## config.mk

```make
export PLATFORM = sky130hd
export DESIGN_NAME = sfpe_host
export DESIGN_NICKNAME = d
export VERILOG_FILES = /design/src/shared/sfpe_pkg.sv /design/src/rtl/sfpe_fifo.sv /design/src/rtl/sfpe_host.sv
export SDC_FILE = /design/constraint.sdc
export NUM_CORES = 1
export LEC_CHECK = 0
export ABC_AREA = 1
export ABC_CLOCK_PERIOD_IN_PS = 10300
export BUFFER_PORTS_ARGS = -buffer_cell sky130_fd_sc_hd__buf_2
export CAP_MARGIN = 30
export CELL_PAD_IN_SITES_DETAIL_PLACEMENT = 2
export CELL_PAD_IN_SITES_GLOBAL_PLACEMENT = 2
export CORE_UTILIZATION = 39
export DETAILED_ROUTE_END_ITERATION = 8
export PLACE_DENSITY = 0.93
export SLEW_MARGIN = 20
export SYNTH_ARGS = -nofsm -noshare
export SYNTH_HDL_FRONTEND = slang
export SYNTH_SLANG_ARGS = --single-unit
```

## constraint.sdc

```tcl
create_clock -name CLK_SYS_IN -period 10.3 [get_ports CLK_SYS_IN]
set_input_delay 2.06 -clock CLK_SYS_IN [delete_from_list [all_inputs] [get_ports CLK_SYS_IN]]
set_output_delay 2.06 -clock CLK_SYS_IN [all_outputs]
set_load 0.02 [all_outputs]
```

## src/shared/sfpe_pkg.sv

```systemverilog
/*
 package for the serial flash host controller: opcodes, command kinds,
 link timing and the packed structs carried between the user port and
 the engine. no timescale; imported whole by sfpe_host and the testbench.
*/
`default_nettype none
package sfpe_pkg;
   localparam logic [7:0] OP_QUAD_PAGE = 8'h32;
   localparam logic [7:0] OP_SECTOR = 8'h20;
   localparam logic [7:0] OP_BLK32 = 8'h52;
   localparam logic [7:0] OP_BLK64 = 8'hd8;
   localparam logic [7:0] OP_CHIP_A = 8'h60;
   localparam logic [7:0] OP_CHIP_B = 8'hc7;
   localparam logic [7:0] OP_IDREAD = 8'h90;
   localparam logic [7:0] OP_SET_WEL = 8'h06;
   localparam logic [7:0] OP_STATUS = 8'h05;
   localparam logic [23:0] ID_ADDR = 24'h000000;
   localparam int unsigned PAGE_BYTES = 256;
   localparam int unsigned FIFO_DEPTH = 8;
   localparam int unsigned FIFO_WIDTH = 8;
   // serial clock period in system clocks (10 MHz / 8)
   localparam int unsigned CLK_NS = 100;
   localparam int unsigned SCLK_NS = 800;
   localparam int unsigned HALF_CYC = SCLK_NS / CLK_NS / 2;
   localparam logic [1:0] HALF_CYC_W = 2'(HALF_CYC - 1);
   localparam logic [1:0] RST_HALF = 2'h0;
   localparam int unsigned WIP_BIT = 0;
   localparam int unsigned WEL_BIT = 1;

   typedef enum logic [2:0] {
      SFPE_K_PAGE = 3'h0,
      SFPE_K_SECTOR = 3'h1,
      SFPE_K_BLK32 = 3'h2,
      SFPE_K_BLK64 = 3'h3,
      SFPE_K_CHIP = 3'h4,
      SFPE_K_ID = 3'h5,
      SFPE_K_STATUS = 3'h6
   } sfpe_kind_t;

   typedef struct packed {
      sfpe_kind_t kind;
      logic [23:0] addr;
   } sfpe_cmd_t;

   typedef struct packed {
      logic [7:0] maker;
      logic [7:0] part;
      logic [7:0] status;
   } sfpe_result_t;

   typedef enum logic [3:0] {
      SFPE_IDLE = 4'b0000,
      SFPE_WEL = 4'b0001,
      SFPE_GAP = 4'b0011,
      SFPE_OPC = 4'b0010,
      SFPE_ADDR = 4'b0110,
      SFPE_DATA = 4'b0111,
      SFPE_READ = 4'b0101,
      SFPE_FIN = 4'b0100,
      SFPE_DONE = 4'b1100
   } sfpe_state_t;
endpackage
`default_nettype wire
```

## src/rtl/sfpe_fifo.sv

```systemverilog
/*
 small synchronous fifo of flip-flops, valid/ready on both sides.
 assumes one clock and an asynchronous active-high reset.
*/
`default_nettype none
`timescale 1ns/1ps
module sfpe_fifo #(
   parameter int unsigned WIDTH = 8,
   parameter int unsigned DEPTH = 8
) (
   input wire logic clk_in,
   input wire logic rst_in,
   input wire logic [WIDTH-1:0] wr_data_in,
   input wire logic wr_valid_in,
   output logic wr_ready_out,
   output logic [WIDTH-1:0] rd_data_out,
   output logic rd_valid_out,
   input wire logic rd_ready_in
);
   localparam int unsigned AW = $clog2(DEPTH);
   logic [WIDTH-1:0] mem_r [DEPTH];
   logic [AW-1:0] wp_r;
   logic [AW-1:0] rp_r;
   logic [AW:0] cnt_r;
   logic do_wr;
   logic do_rd;

   assign wr_ready_out = cnt_r != (AW+1)'(DEPTH);
   assign rd_valid_out = cnt_r != '0;
   assign rd_data_out = mem_r[rp_r];
   assign do_wr = wr_valid_in && wr_ready_out;
   assign do_rd = rd_valid_out && rd_ready_in;

   always_ff @(posedge clk_in) begin
      if (do_wr) begin
         mem_r[wp_r] <= wr_data_in;
      end
   end

   always_ff @(posedge clk_in or posedge rst_in) begin
      if (rst_in) begin
         wp_r <= '0;
         rp_r <= '0;
         cnt_r <= '0;
      end else begin
         if (do_wr) begin
            wp_r <= (wp_r == AW'(DEPTH-1)) ? '0 : wp_r + 1'b1;
         end
         if (do_rd) begin
            rp_r <= (rp_r == AW'(DEPTH-1)) ? '0 : rp_r + 1'b1;
         end
         cnt_r <= cnt_r + (AW+1)'(do_wr) - (AW+1)'(do_rd);
      end
   end
endmodule
`default_nettype wire

```

## src/rtl/sfpe_host.sv

```systemverilog
/*
 host controller for a quad serial nor flash: write-latch set, quad page
 program, sector/block/chip erase, maker/part code read, status read.
 assumes the flash on the pins, serial clock made here by a divider,
 page data pushed into the byte fifo before or during the command.
*/
// Contract
// - write latch set, then select low, 32H, three address bytes, data.
// - program data bytes go over all four quad lines together.
// - select rises only after a whole data byte, else nothing programmed.
// - sector erase is 20H plus three address bytes, latch set.
// - sector erase select rises right after the third address byte.
// - 32KB block erase is 52H plus address, latch set.
// - 64KB block erase is D8H plus address, latch set.
// - block erase select rises right after the last address bit.
// - select stays low from opcode through last address bit.
// - chip erase is 60H or C7H, select rises after opcode.
// - code read: 90H, 24-bit zero address, then maker and part.
`default_nettype none
`timescale 1ns/1ps
module sfpe_host
   import sfpe_pkg::*;
(
   input wire logic CLK_SYS_IN,
   input wire logic RST_IN,
   input wire logic CMD_VALID_IN,
   output logic CMD_READY_OUT,
   input wire sfpe_cmd_t CMD_IN,
   input wire logic [8:0] CMD_LEN_IN,
   input wire logic [7:0] WR_DATA_IN,
   input wire logic WR_VALID_IN,
   output logic WR_READY_OUT,
   output logic DONE_OUT,
   output sfpe_result_t RESULT_OUT,
   output logic FLASH_SEL_N_OUT,
   output logic FLASH_SCLK_OUT,
   output logic [3:0] QUAD_LINE_OUT,
   output logic [3:0] QUAD_LINE_OE_N_OUT,
   input wire logic [3:0] QUAD_LINE_IN
);
   sfpe_state_t state_r;
   sfpe_cmd_t cmd_r;
   logic [1:0] div_r;
   logic sclk_r;
   logic rise_en;
   logic fall_en;
   logic [4:0] bit_r;
   logic [8:0] left_r;
   logic [31:0] shift_r;
   logic nib_hi_r;
   logic [23:0] rx_r;
   logic [3:0] in_meta_r;
   logic [3:0] in_sync_r;
   logic [7:0] fifo_data;
   logic fifo_valid;
   logic fifo_take;
   sfpe_result_t result_r;
   logic done_r;

   function automatic logic [7:0] opcode_of(input sfpe_kind_t k,
                                            input logic [7:0] dflt);
      case (k)
         SFPE_K_PAGE: opcode_of = OP_QUAD_PAGE;
         SFPE_K_SECTOR: opcode_of = OP_SECTOR;
         SFPE_K_BLK32: opcode_of = OP_BLK32;
         SFPE_K_BLK64: opcode_of = OP_BLK64;
         SFPE_K_CHIP: opcode_of = OP_CHIP_B;
         SFPE_K_ID: opcode_of = OP_IDREAD;
         default: opcode_of = dflt;
      endcase
   endfunction

   function automatic logic needs_wel(input sfpe_kind_t k);
      needs_wel = (k != SFPE_K_ID) && (k != SFPE_K_STATUS);
   endfunction

   sfpe_fifo #(
      .WIDTH(FIFO_WIDTH),
      .DEPTH(FIFO_DEPTH)
   ) u_fifo (
      .clk_in(CLK_SYS_IN),
      .rst_in(RST_IN),
      .wr_data_in(WR_DATA_IN),
      .wr_valid_in(WR_VALID_IN),
      .wr_ready_out(WR_READY_OUT),
      .rd_data_out(fifo_data),
      .rd_valid_out(fifo_valid),
      .rd_ready_in(fifo_take)
   );

   // serial clock divider; edges only while a frame runs
   assign rise_en = (div_r == HALF_CYC_W) && !sclk_r;
   assign fall_en = (div_r == HALF_CYC_W) && sclk_r;

   logic running;
   assign running = (state_r == SFPE_WEL) || (state_r == SFPE_OPC) ||
                    (state_r == SFPE_ADDR) || (state_r == SFPE_DATA) ||
                    (state_r == SFPE_READ);
   // data stalls the clock low until the fifo has the next byte
   logic stall;
   assign stall = (state_r == SFPE_DATA) && !sclk_r && nib_hi_r &&
                  !fifo_valid;

   always_ff @(posedge CLK_SYS_IN or posedge RST_IN) begin
      if (RST_IN) begin
         div_r <= RST_HALF;
         sclk_r <= 1'b0;
      end else if (!running || stall) begin
         div_r <= RST_HALF;
         sclk_r <= 1'b0;
      end else if (div_r == HALF_CYC_W) begin
         div_r <= RST_HALF;
         sclk_r <= !sclk_r;
      end else begin
         div_r <= div_r + 2'h1;
      end
   end

   always_ff @(posedge CLK_SYS_IN or posedge RST_IN) begin
      if (RST_IN) begin
         in_meta_r <= 4'h0;
         in_sync_r <= 4'h0;
      end else begin
         in_meta_r <= QUAD_LINE_IN;
         in_sync_r <= in_meta_r;
      end
   end

   assign CMD_READY_OUT = state_r == SFPE_IDLE;
   // head byte leaves the fifo at the fall that ends its lower nibble
   assign fifo_take = (state_r == SFPE_DATA) && fall_en && !nib_hi_r &&
                      (bit_r == 5'h0) && (left_r != 9'h0);

   always_ff @(posedge CLK_SYS_IN or posedge RST_IN) begin
      if (RST_IN) begin
         state_r <= SFPE_IDLE;
         cmd_r <= '0;
         bit_r <= 5'h0;
         left_r <= 9'h0;
         shift_r <= 32'h0;
         nib_hi_r <= 1'b1;
         rx_r <= 24'h0;
         result_r <= '0;
         done_r <= 1'b0;
      end else begin
         done_r <= 1'b0;
         case (state_r)
            SFPE_IDLE: begin
               if (CMD_VALID_IN) begin
                  cmd_r <= CMD_IN;
                  left_r <= CMD_LEN_IN;
                  bit_r <= 5'h7;
                  if (needs_wel(CMD_IN.kind)) begin
                     shift_r <= {OP_SET_WEL, 24'h0};
                     state_r <= SFPE_WEL;
                  end else begin
                     shift_r <= {opcode_of(CMD_IN.kind, OP_STATUS),
                                 (CMD_IN.kind == SFPE_K_ID) ? ID_ADDR
                                 : CMD_IN.addr};
                     state_r <= SFPE_OPC;
                  end
               end
            end
            SFPE_WEL: begin
               if (fall_en) begin
                  if (bit_r == 5'h0) begin
                     state_r <= SFPE_GAP;
                  end else begin
                     bit_r <= bit_r - 5'h1;
                     shift_r <= {shift_r[30:0], 1'b0};
                  end
               end
            end
            SFPE_GAP: begin
               bit_r <= 5'h7;
               shift_r <= {opcode_of(cmd_r.kind, OP_STATUS), cmd_r.addr};
               state_r <= SFPE_OPC;
            end
            SFPE_OPC: begin
               if (fall_en) begin
                  shift_r <= {shift_r[30:0], 1'b0};
                  if (bit_r != 5'h0) begin
                     bit_r <= bit_r - 5'h1;
                  end else if (cmd_r.kind == SFPE_K_CHIP) begin
                     state_r <= SFPE_FIN;
                  end else if (cmd_r.kind == SFPE_K_STATUS) begin
                     bit_r <= 5'h7;
                     state_r <= SFPE_READ;
                  end else begin
                     bit_r <= 5'h17;
                     state_r <= SFPE_ADDR;
                  end
               end
            end
            SFPE_ADDR: begin
               if (fall_en) begin
                  shift_r <= {shift_r[30:0], 1'b0};
                  if (bit_r != 5'h0) begin
                     bit_r <= bit_r - 5'h1;
                  end else if (cmd_r.kind == SFPE_K_PAGE) begin
                     bit_r <= 5'h0;
                     nib_hi_r <= 1'b1;
                     state_r <= SFPE_DATA;
                  end else if (cmd_r.kind == SFPE_K_ID) begin
                     bit_r <= 5'hf;
                     state_r <= SFPE_READ;
                  end else begin
                     state_r <= SFPE_FIN;
                  end
               end
            end
            SFPE_DATA: begin
               // byte loads as two nibbles, upper first
               if (fall_en) begin
                  nib_hi_r <= !nib_hi_r;
                  if (!nib_hi_r) begin
                     left_r <= left_r - 9'h1;
                     // end on the byte boundary of the last byte
                     if (left_r <= 9'h1) begin
                        state_r <= SFPE_FIN;
                     end
                  end
               end
               if (sclk_r == 1'b0 && nib_hi_r && fifo_valid &&
                   div_r == RST_HALF) begin
                  shift_r <= {fifo_data, 24'h0};
               end else if (fall_en && nib_hi_r) begin
                  shift_r <= {shift_r[27:0], 4'h0};
               end
            end
            SFPE_READ: begin
               if (rise_en) begin
                  rx_r <= {rx_r[22:0], in_sync_r[1]};
               end
               if (fall_en) begin
                  if (bit_r == 5'h0) begin
                     state_r <= SFPE_FIN;
                  end else begin
                     bit_r <= bit_r - 5'h1;
                  end
               end
            end
            SFPE_FIN: begin
               state_r <= SFPE_DONE;
            end
            SFPE_DONE: begin
               if (cmd_r.kind == SFPE_K_ID) begin
                  result_r.maker <= rx_r[15:8];
                  result_r.part <= rx_r[7:0];
               end else if (cmd_r.kind == SFPE_K_STATUS) begin
                  result_r.status <= rx_r[7:0];
               end
               done_r <= 1'b1;
               state_r <= SFPE_IDLE;
            end
            default: state_r <= SFPE_IDLE;
         endcase
      end
   end

   // drive on falling edges so the device samples on rising
   always_ff @(posedge CLK_SYS_IN or posedge RST_IN) begin
      if (RST_IN) begin
         FLASH_SEL_N_OUT <= 1'b1;
         QUAD_LINE_OUT <= 4'h0;
         QUAD_LINE_OE_N_OUT <= 4'hf;
      end else begin
         FLASH_SEL_N_OUT <= !running;
         if (state_r == SFPE_DATA) begin
            // the lower nibble is shifted up into the top at the first fall
            QUAD_LINE_OUT <= shift_r[31:28];
            QUAD_LINE_OE_N_OUT <= 4'h0;
         end else if (running && state_r != SFPE_READ) begin
            QUAD_LINE_OUT <= {3'h0, shift_r[31]};
            QUAD_LINE_OE_N_OUT <= 4'he;
         end else begin
            QUAD_LINE_OUT <= 4'h0;
            QUAD_LINE_OE_N_OUT <= 4'hf;
         end
      end
   end

   assign FLASH_SCLK_OUT = sclk_r;
   assign DONE_OUT = done_r;
   assign RESULT_OUT = result_r;
endmodule
`default_nettype wire

```

---- Word level (Yosys, flattened, before mapping) ----
Memory sizes are Yosys's and may differ from the RTL's.
Index checks and enable logic that the tools add are counted.
cells by class
  $add $sub $neg .......................... 7
  magnitude comparators ................... 1
  eq/ne operators ......................... 46
  multiplexer cells ....................... 63
  bitwise operators ....................... 2
  reductions and logical operators ........ 50
operator list
  operator                                                        number
  two-way mux 32 bit                                              7
  case mux 32 bit (5 select lines)                                1
  case mux 8 bit (6 select lines)                                 2
  two-way mux 4 bit                                               14
  two-way mux 5 bit                                               11
  case mux 4 bit (8 select lines)                                 1
  two-way mux 9 bit                                               3
  case mux 5 bit (5 select lines)                                 1
  two-way mux 24 bit                                              1
  != test 2 bit, second input constant                            11
  equality test 3 bit, second input constant                      7
  case mux 9 bit (2 select lines)                                 1
  logical AND 1 bit                                               17
  equality test 4 x 3 -> 1 bit, second input constant             4
  nonzero test 5 bit                                              3
  equality test 3 x 2 -> 1 bit, second input constant             4
  two-way mux 1 bit                                               12
  two-way mux 2 bit                                               6
  != test 2 x 1 -> 1 bit, second input constant                   6
  AND reduction 12 bit                                            1
  less-or-equal comparator 9 x 1 -> 1 bit, second input constant  1
  != test 3 bit, second input constant                            3
  nonzero test 9 bit                                              1
  subtractor 9 x 1 -> 9 bit, second input constant                1
  other kinds (32)                                                50
storage, ports and cells
  register bits after elaboration ......... 145
  bits in writable memories ............... 64
  bits of input ports ..................... 52
  output and inout bits ................... 37
  logic and storage cells ................. 192
  memories kept ........................... 1
memories
  memory        depth  width  rd ports  clocked after memory_dff  wr ports  RTL line         RTL
  u_fifo.mem_r  8      8      1         0                         1         sfpe_fifo.sv:21  logic [WIDTH-1:0] mem_r [DEPTH];

---- Logic depth before layout (Yosys ltp) ----
  word-level depth ........................ 8
  mapped depth ............................ 13
  gate-level depth less buffers ........... 13

---- Hierarchy ----
From an unflattened synthesis, not the netlist that was laid out.
unflattened totals
  cell total of the unflattened synthesis .. 1315
  area total of the unflattened synthesis .. 10541.4 µm²
modules (own cells, without submodules)
  module     times used  cells an instance  area each (µm²)  sequential area each (µm²)
  sfpe_host  1           963                7076.8           3283.1
  sfpe_fifo  1           352                3464.6           2172.1

---- Least setup slack after synthesis ----
No wires, ideal clock.
  path kind ............................... input to register
  start point ............................. input WR_VALID_IN
  end point ............................... register u_fifo.cnt_r[2]
  library setup time ...................... 0.123 ns
  data arrival time ....................... 2.967 ns
  required time ........................... 10.177 ns
  setup slack ............................. 7.211 ns
  cell stages on the path ................. 6
  buffers on the path ..................... 0
  cells stage by stage .................... nand2_1 > inv_1 > ha_1 > inv_1 > fa_1 > xnor2_1
between the ends
  longest elaborated chain between the ends .. 3
ends and longest elaborated chain
  element                    RTL line         RTL
  start, declared            sfpe_host.sv:31  input wire logic WR_VALID_IN,
  logical AND 1 bit          sfpe_fifo.sv:31  assign do_wr = wr_valid_in && wr_ready_out;
  net u_fifo.do_wr           sfpe_fifo.sv:25  logic do_wr;
  adder 4 x 1 -> 4 bit       sfpe_fifo.sv:52  cnt_r <= cnt_r + (AW+1)'(do_wr) - (AW+1)'(do_rd);
  subtractor 4 x 1 -> 4 bit  sfpe_fifo.sv:52
  end signal, assigned       sfpe_fifo.sv:52
  end, declared              sfpe_fifo.sv:24  logic [AW:0] cnt_r;
The timed path passes the listed nets, and every way through them passes these cells.
A chain may end at the register's enable or synchronous reset.

---- Final worst setup path ----
  start point ............................. register state_r[3]
  end point ............................... output CMD_READY_OUT
between the ends
  longest elaborated chain between the ends .. 1
ends and longest elaborated chain
  element                 RTL line          RTL
  start, declared         sfpe_host.sv:41   sfpe_state_t state_r;
  start signal, assigned  sfpe_host.sv:136  state_r <= SFPE_IDLE;
  start signal, assigned  sfpe_host.sv:155  state_r <= SFPE_WEL;
  start signal, assigned  sfpe_host.sv:160  state_r <= SFPE_OPC;
  logical NOT 4 bit       sfpe_host.sv:129  assign CMD_READY_OUT = state_r == SFPE_IDLE;
  end, declared           sfpe_host.sv:27   output logic CMD_READY_OUT,
No other way between the ends.

==> impl_metrics.py <==
metrics = {
    "worst_setup_path": {
        "crit_buf_inv": 2,
        "start_kind": "flop",
        "cp_data_required_time_ns": 8.24,
        "crit_arrival_ns": 1.70,
        "r2r_end": "shift_r[15]",
        "path_class": "reg -> out",
        "cp_max_fo": 7,
        "r2r_cells": 11,
        "worstReg2RegStart": "u_fifo.cnt_r[2]",
        "ff2ff_setup_slack_ns": 6.63,
        "cp-end-kind": "output pin",
        "cp_top_family": "flip-flops",
        "slowest_stage": "dfrtp_1",
        "cp_cell_sequence": "inv_2 -> nand2_1 -> nor2_4 -> buf_2",
        "cp_slowest_stage_delay_ns": 0.45,
    },
    "global_routing": {
        "grt_pass1_wl_mm": 52.9,
        "grt_pass1_vias": 9426,
        "grt.overflow.total": 0,
        "antenna_found_initial": 1,
        "grt_max_degree": 88,
        "grt_usage_pct": 26.9,
    },
    "floorplan": {
        "io_pins": 89,
        "rows": 57,
        "core_area_um2": 24200,
        "die_h_um": 159,
        "start_util_pct": 39.7,
        "dieArea_um2": 25300,
        "die_x_um": 159,
    },
    "synth": {
        "synth_area_per_cell_um2": 8.68,
        "yosysWarnings": 0,
        "synth_edf_count": 64,
        "netlist_top_cells_area": "dfrtp_1 36%, edfxtp_1 20%, nand2_1 15%",
        "synthDistinctLibCells": 37,
        "synth_cells": 1110,
        "netlist_area_um2": 9630,
        "seq_area_frac_synth_pct": 56.6,
        "syn_nets": 1179,
        "yosysMostFrequentCell": "nand2_1",
        "ys.flop_type": "dfrtp_1",
        "synth_top_area_share_pct": 35.6,
        "synth_area_leader_cell": "dfrtp_1",
        "ys_async_sr_fraction_pct": 68.8,
        "ys_ff_latch": 205,
        "yosys-top-cells-count": "376 x nand2_1, 137 x dfrtp_1, 103 x nand3_1",
    },
    "layout": {
        "fin_area_um2": 11200,
        "drive_gt1_share_pct": 14.8,
        "fin_cells": 1531,
        "fill_cells": 2662,
        "area_growth_pct": 15.9,
        "nets": 1257,
    },
    "run": {
        "drv_cap": 0,
    },
    "clock_tree": {
        "cts_resized": 0,
        "htree_num_levels": 1,
        "post_cts_buffers": 0,
        "clockBufferDepth": 3,
        "cts_hold_buf": 0,
        "cts_root_buf": "clkbuf_16",
        "numCtsBuffers": 24,
        "path_clk_slew_ns": 0.06,
        "clk_latency_ns": 0.54,
        "cts_tree": "built",
        "cts_sinks": 205,
    },
    "status": {
        "outcome": "complete, no violations",
    },
    "timing": {
        "slew_headroom_pct": 30.7,
        "finalSetupViolCount": 0,
        "holdWs_ns": 0.378,
        "clock.fmax_mhz": 266,
        "tns_ns": 0,
        "rsz0062_at_grt": "false",
        "finClkSkew_ns": 0.0195,
        "drv_slew": 0,
        "max_slew.worst_pin.slew_ns": 1.04,
        "fin_crit_sh_pct": 36.5,
        "finalHoldViolCount": 0,
        "min_period_ns": 3.76,
    },
    "drt": {
        "first_pass_iters": 5,
        "wl_per_cell_um": 21.9,
        "via_per_inst": 5.45,
        "drt_wl_total_mm": 33.6,
        "drc": 0,
        "ant_nets": 0,
        "num_vias": 8347,
        "drt_iter0_markers": 450,
    },
    "power_and_ir_drop": {
        "p_total_w": 0.00315,
        "power_density_nw_per_um2": 282,
        "cellLeakagePower_nw": 5.22,
        "vdd_drop_max_uv": 137,
    },
    "worst_hold_path": {
        "holdPathStages": 0,
        "hp-class": "reg -> reg",
        "hold_start": "in_meta_r[1]",
        "min_to": "in_sync_r[1]",
    },
    "placed_design": {
        "hpwlAfterDp_mm": 20.5,
        "placed_cells": 1481,
        "gp_congestion": 0.836,
        "post_dp_cell_area_um2": 10300,
        "io_buffer_count": 85,
    },
}
## power by group
part	internal (W)	total [W]	switching (W)	leakage (nW)
Clock	0.000497	0.000854	0.000357	0.390
Sequential	0.00105	0.00120	0.000153	2.42
Combinational	0.000311	0.00109	0.000778	2.42
Total	0.00186	0.00315	0.00129	5.22
## cell families after synthesis
logic type	count (synthesis)	synth area share, %
flip-flops	205	56.6
XOR/XNOR	7	0.636
AND/OR/NAND/NOR	592	25.5
buffers and inverters	140	5.95
adder cells (fa/ha/maj)	17	2.29
AO/OA/AOI/OAI	136	7.45
multiplexers	13	1.52
## per-layer routing
layer / share of wire, % / vias to the layer above / GRT usage [%]
met3: 3.2 / 99 / 3.00
met4: 4.7 / 0 / 13.5
met5: 0 / - / 0
met1: 40 / 4258 / 31.6
li1: - / 3778 / -
met2: 52 / 212 / 48.8
## per-stage QoR
step | setup slack, ns | util, %
2_1_floorplan | 4.47 | -
3_3_place_gp | 6.14 | 42.5
3_5_place_dp | 6.16 | 42.6
4_1_cts | 6.04 | 45.8
5_1_grt | 6.46 | 46.1
6_report | 6.54 | 46.1
## sequential cells by signal, summed over array words and instances (netlist names)
name                flops
DONE_OUT                1
FLASH_SCLK_OUT          1
FLASH_SEL_N_OUT         1
QUAD_LINE_OE_N_OUT      2
QUAD_LINE_OUT           4
RESULT_OUT             24
bit_r                   5
cmd_r                  27
div_r                   2
in_meta_r               1
in_sync_r               1
left_r                  9
nib_hi_r                1
rx_r                   16
shift_r                32
state_r                 4
u_fifo.cnt_r            4
u_fifo.mem_r           64
u_fifo.rp_r             3
u_fifo.wp_r             3
## area by class of cell
class / instances / area (µm²) / area share, %
Antenna cell: 1 / 2.50 / 0.0224
Clock buffer: 32 / 651 / 5.83
Clock inverter: 12 / 128 / 1.14
Inverter: 94 / 358 / 3.20
Multi-Input combinational cell: 765 / 3610 / 32.3
Sequential cell: 205 / 5460 / 48.9
Tap cell: 324 / 405 / 3.63
Timing Repair Buffer: 98 / 562 / 5.03
## worst max-delay path by stage
| stage | slack, ns | cells after the start | start | end |
|---|---|---|---|---|
| global placement | 6.14 | 8 | CMD_VALID_IN | shift_r[14] |
| finish | 6.54 | 4 | state_r[3] | CMD_READY_OUT |
| floorplan | 4.47 | 1 | RST_IN | DONE_OUT |
| CTS | 6.04 | 11 | u_fifo.cnt_r[2] | shift_r[16] |
| global route | 6.46 | 8 | CMD_VALID_IN | shift_r[14] |
| detailed placement | 6.16 | 8 | CMD_VALID_IN | shift_r[14] |
## placed cells by master, fill, tap and decap left out, types with 2 or more instances in the layout
cell         n
edfxtp_1    64
nand3b_1     5
dfrtp_1    137
nand3_1    103
ha_1        16
or2_2        2
xor2_1       5
nand2_2      3
buf_8        3
buf_4        8
nor2_2       7
nand2_1    376
o211ai_1     2
buf_2       85
clkinv_2     8
o21ai_0     89
a21oi_1     19
o21ai_1     14
clkbuf_8     2
o22ai_1      5
nor2_1      75
mux2_2      13
xnor2_1      2
inv_2        9
bufinv_16    2
inv_1       82
nor3_1       4
clkbuf_1     6
dfstp_2      4
a22oi_1      4
clkbuf_16   24
nand4_1     14
clkinv_1     2
Power figures use the tool's default switching activity.
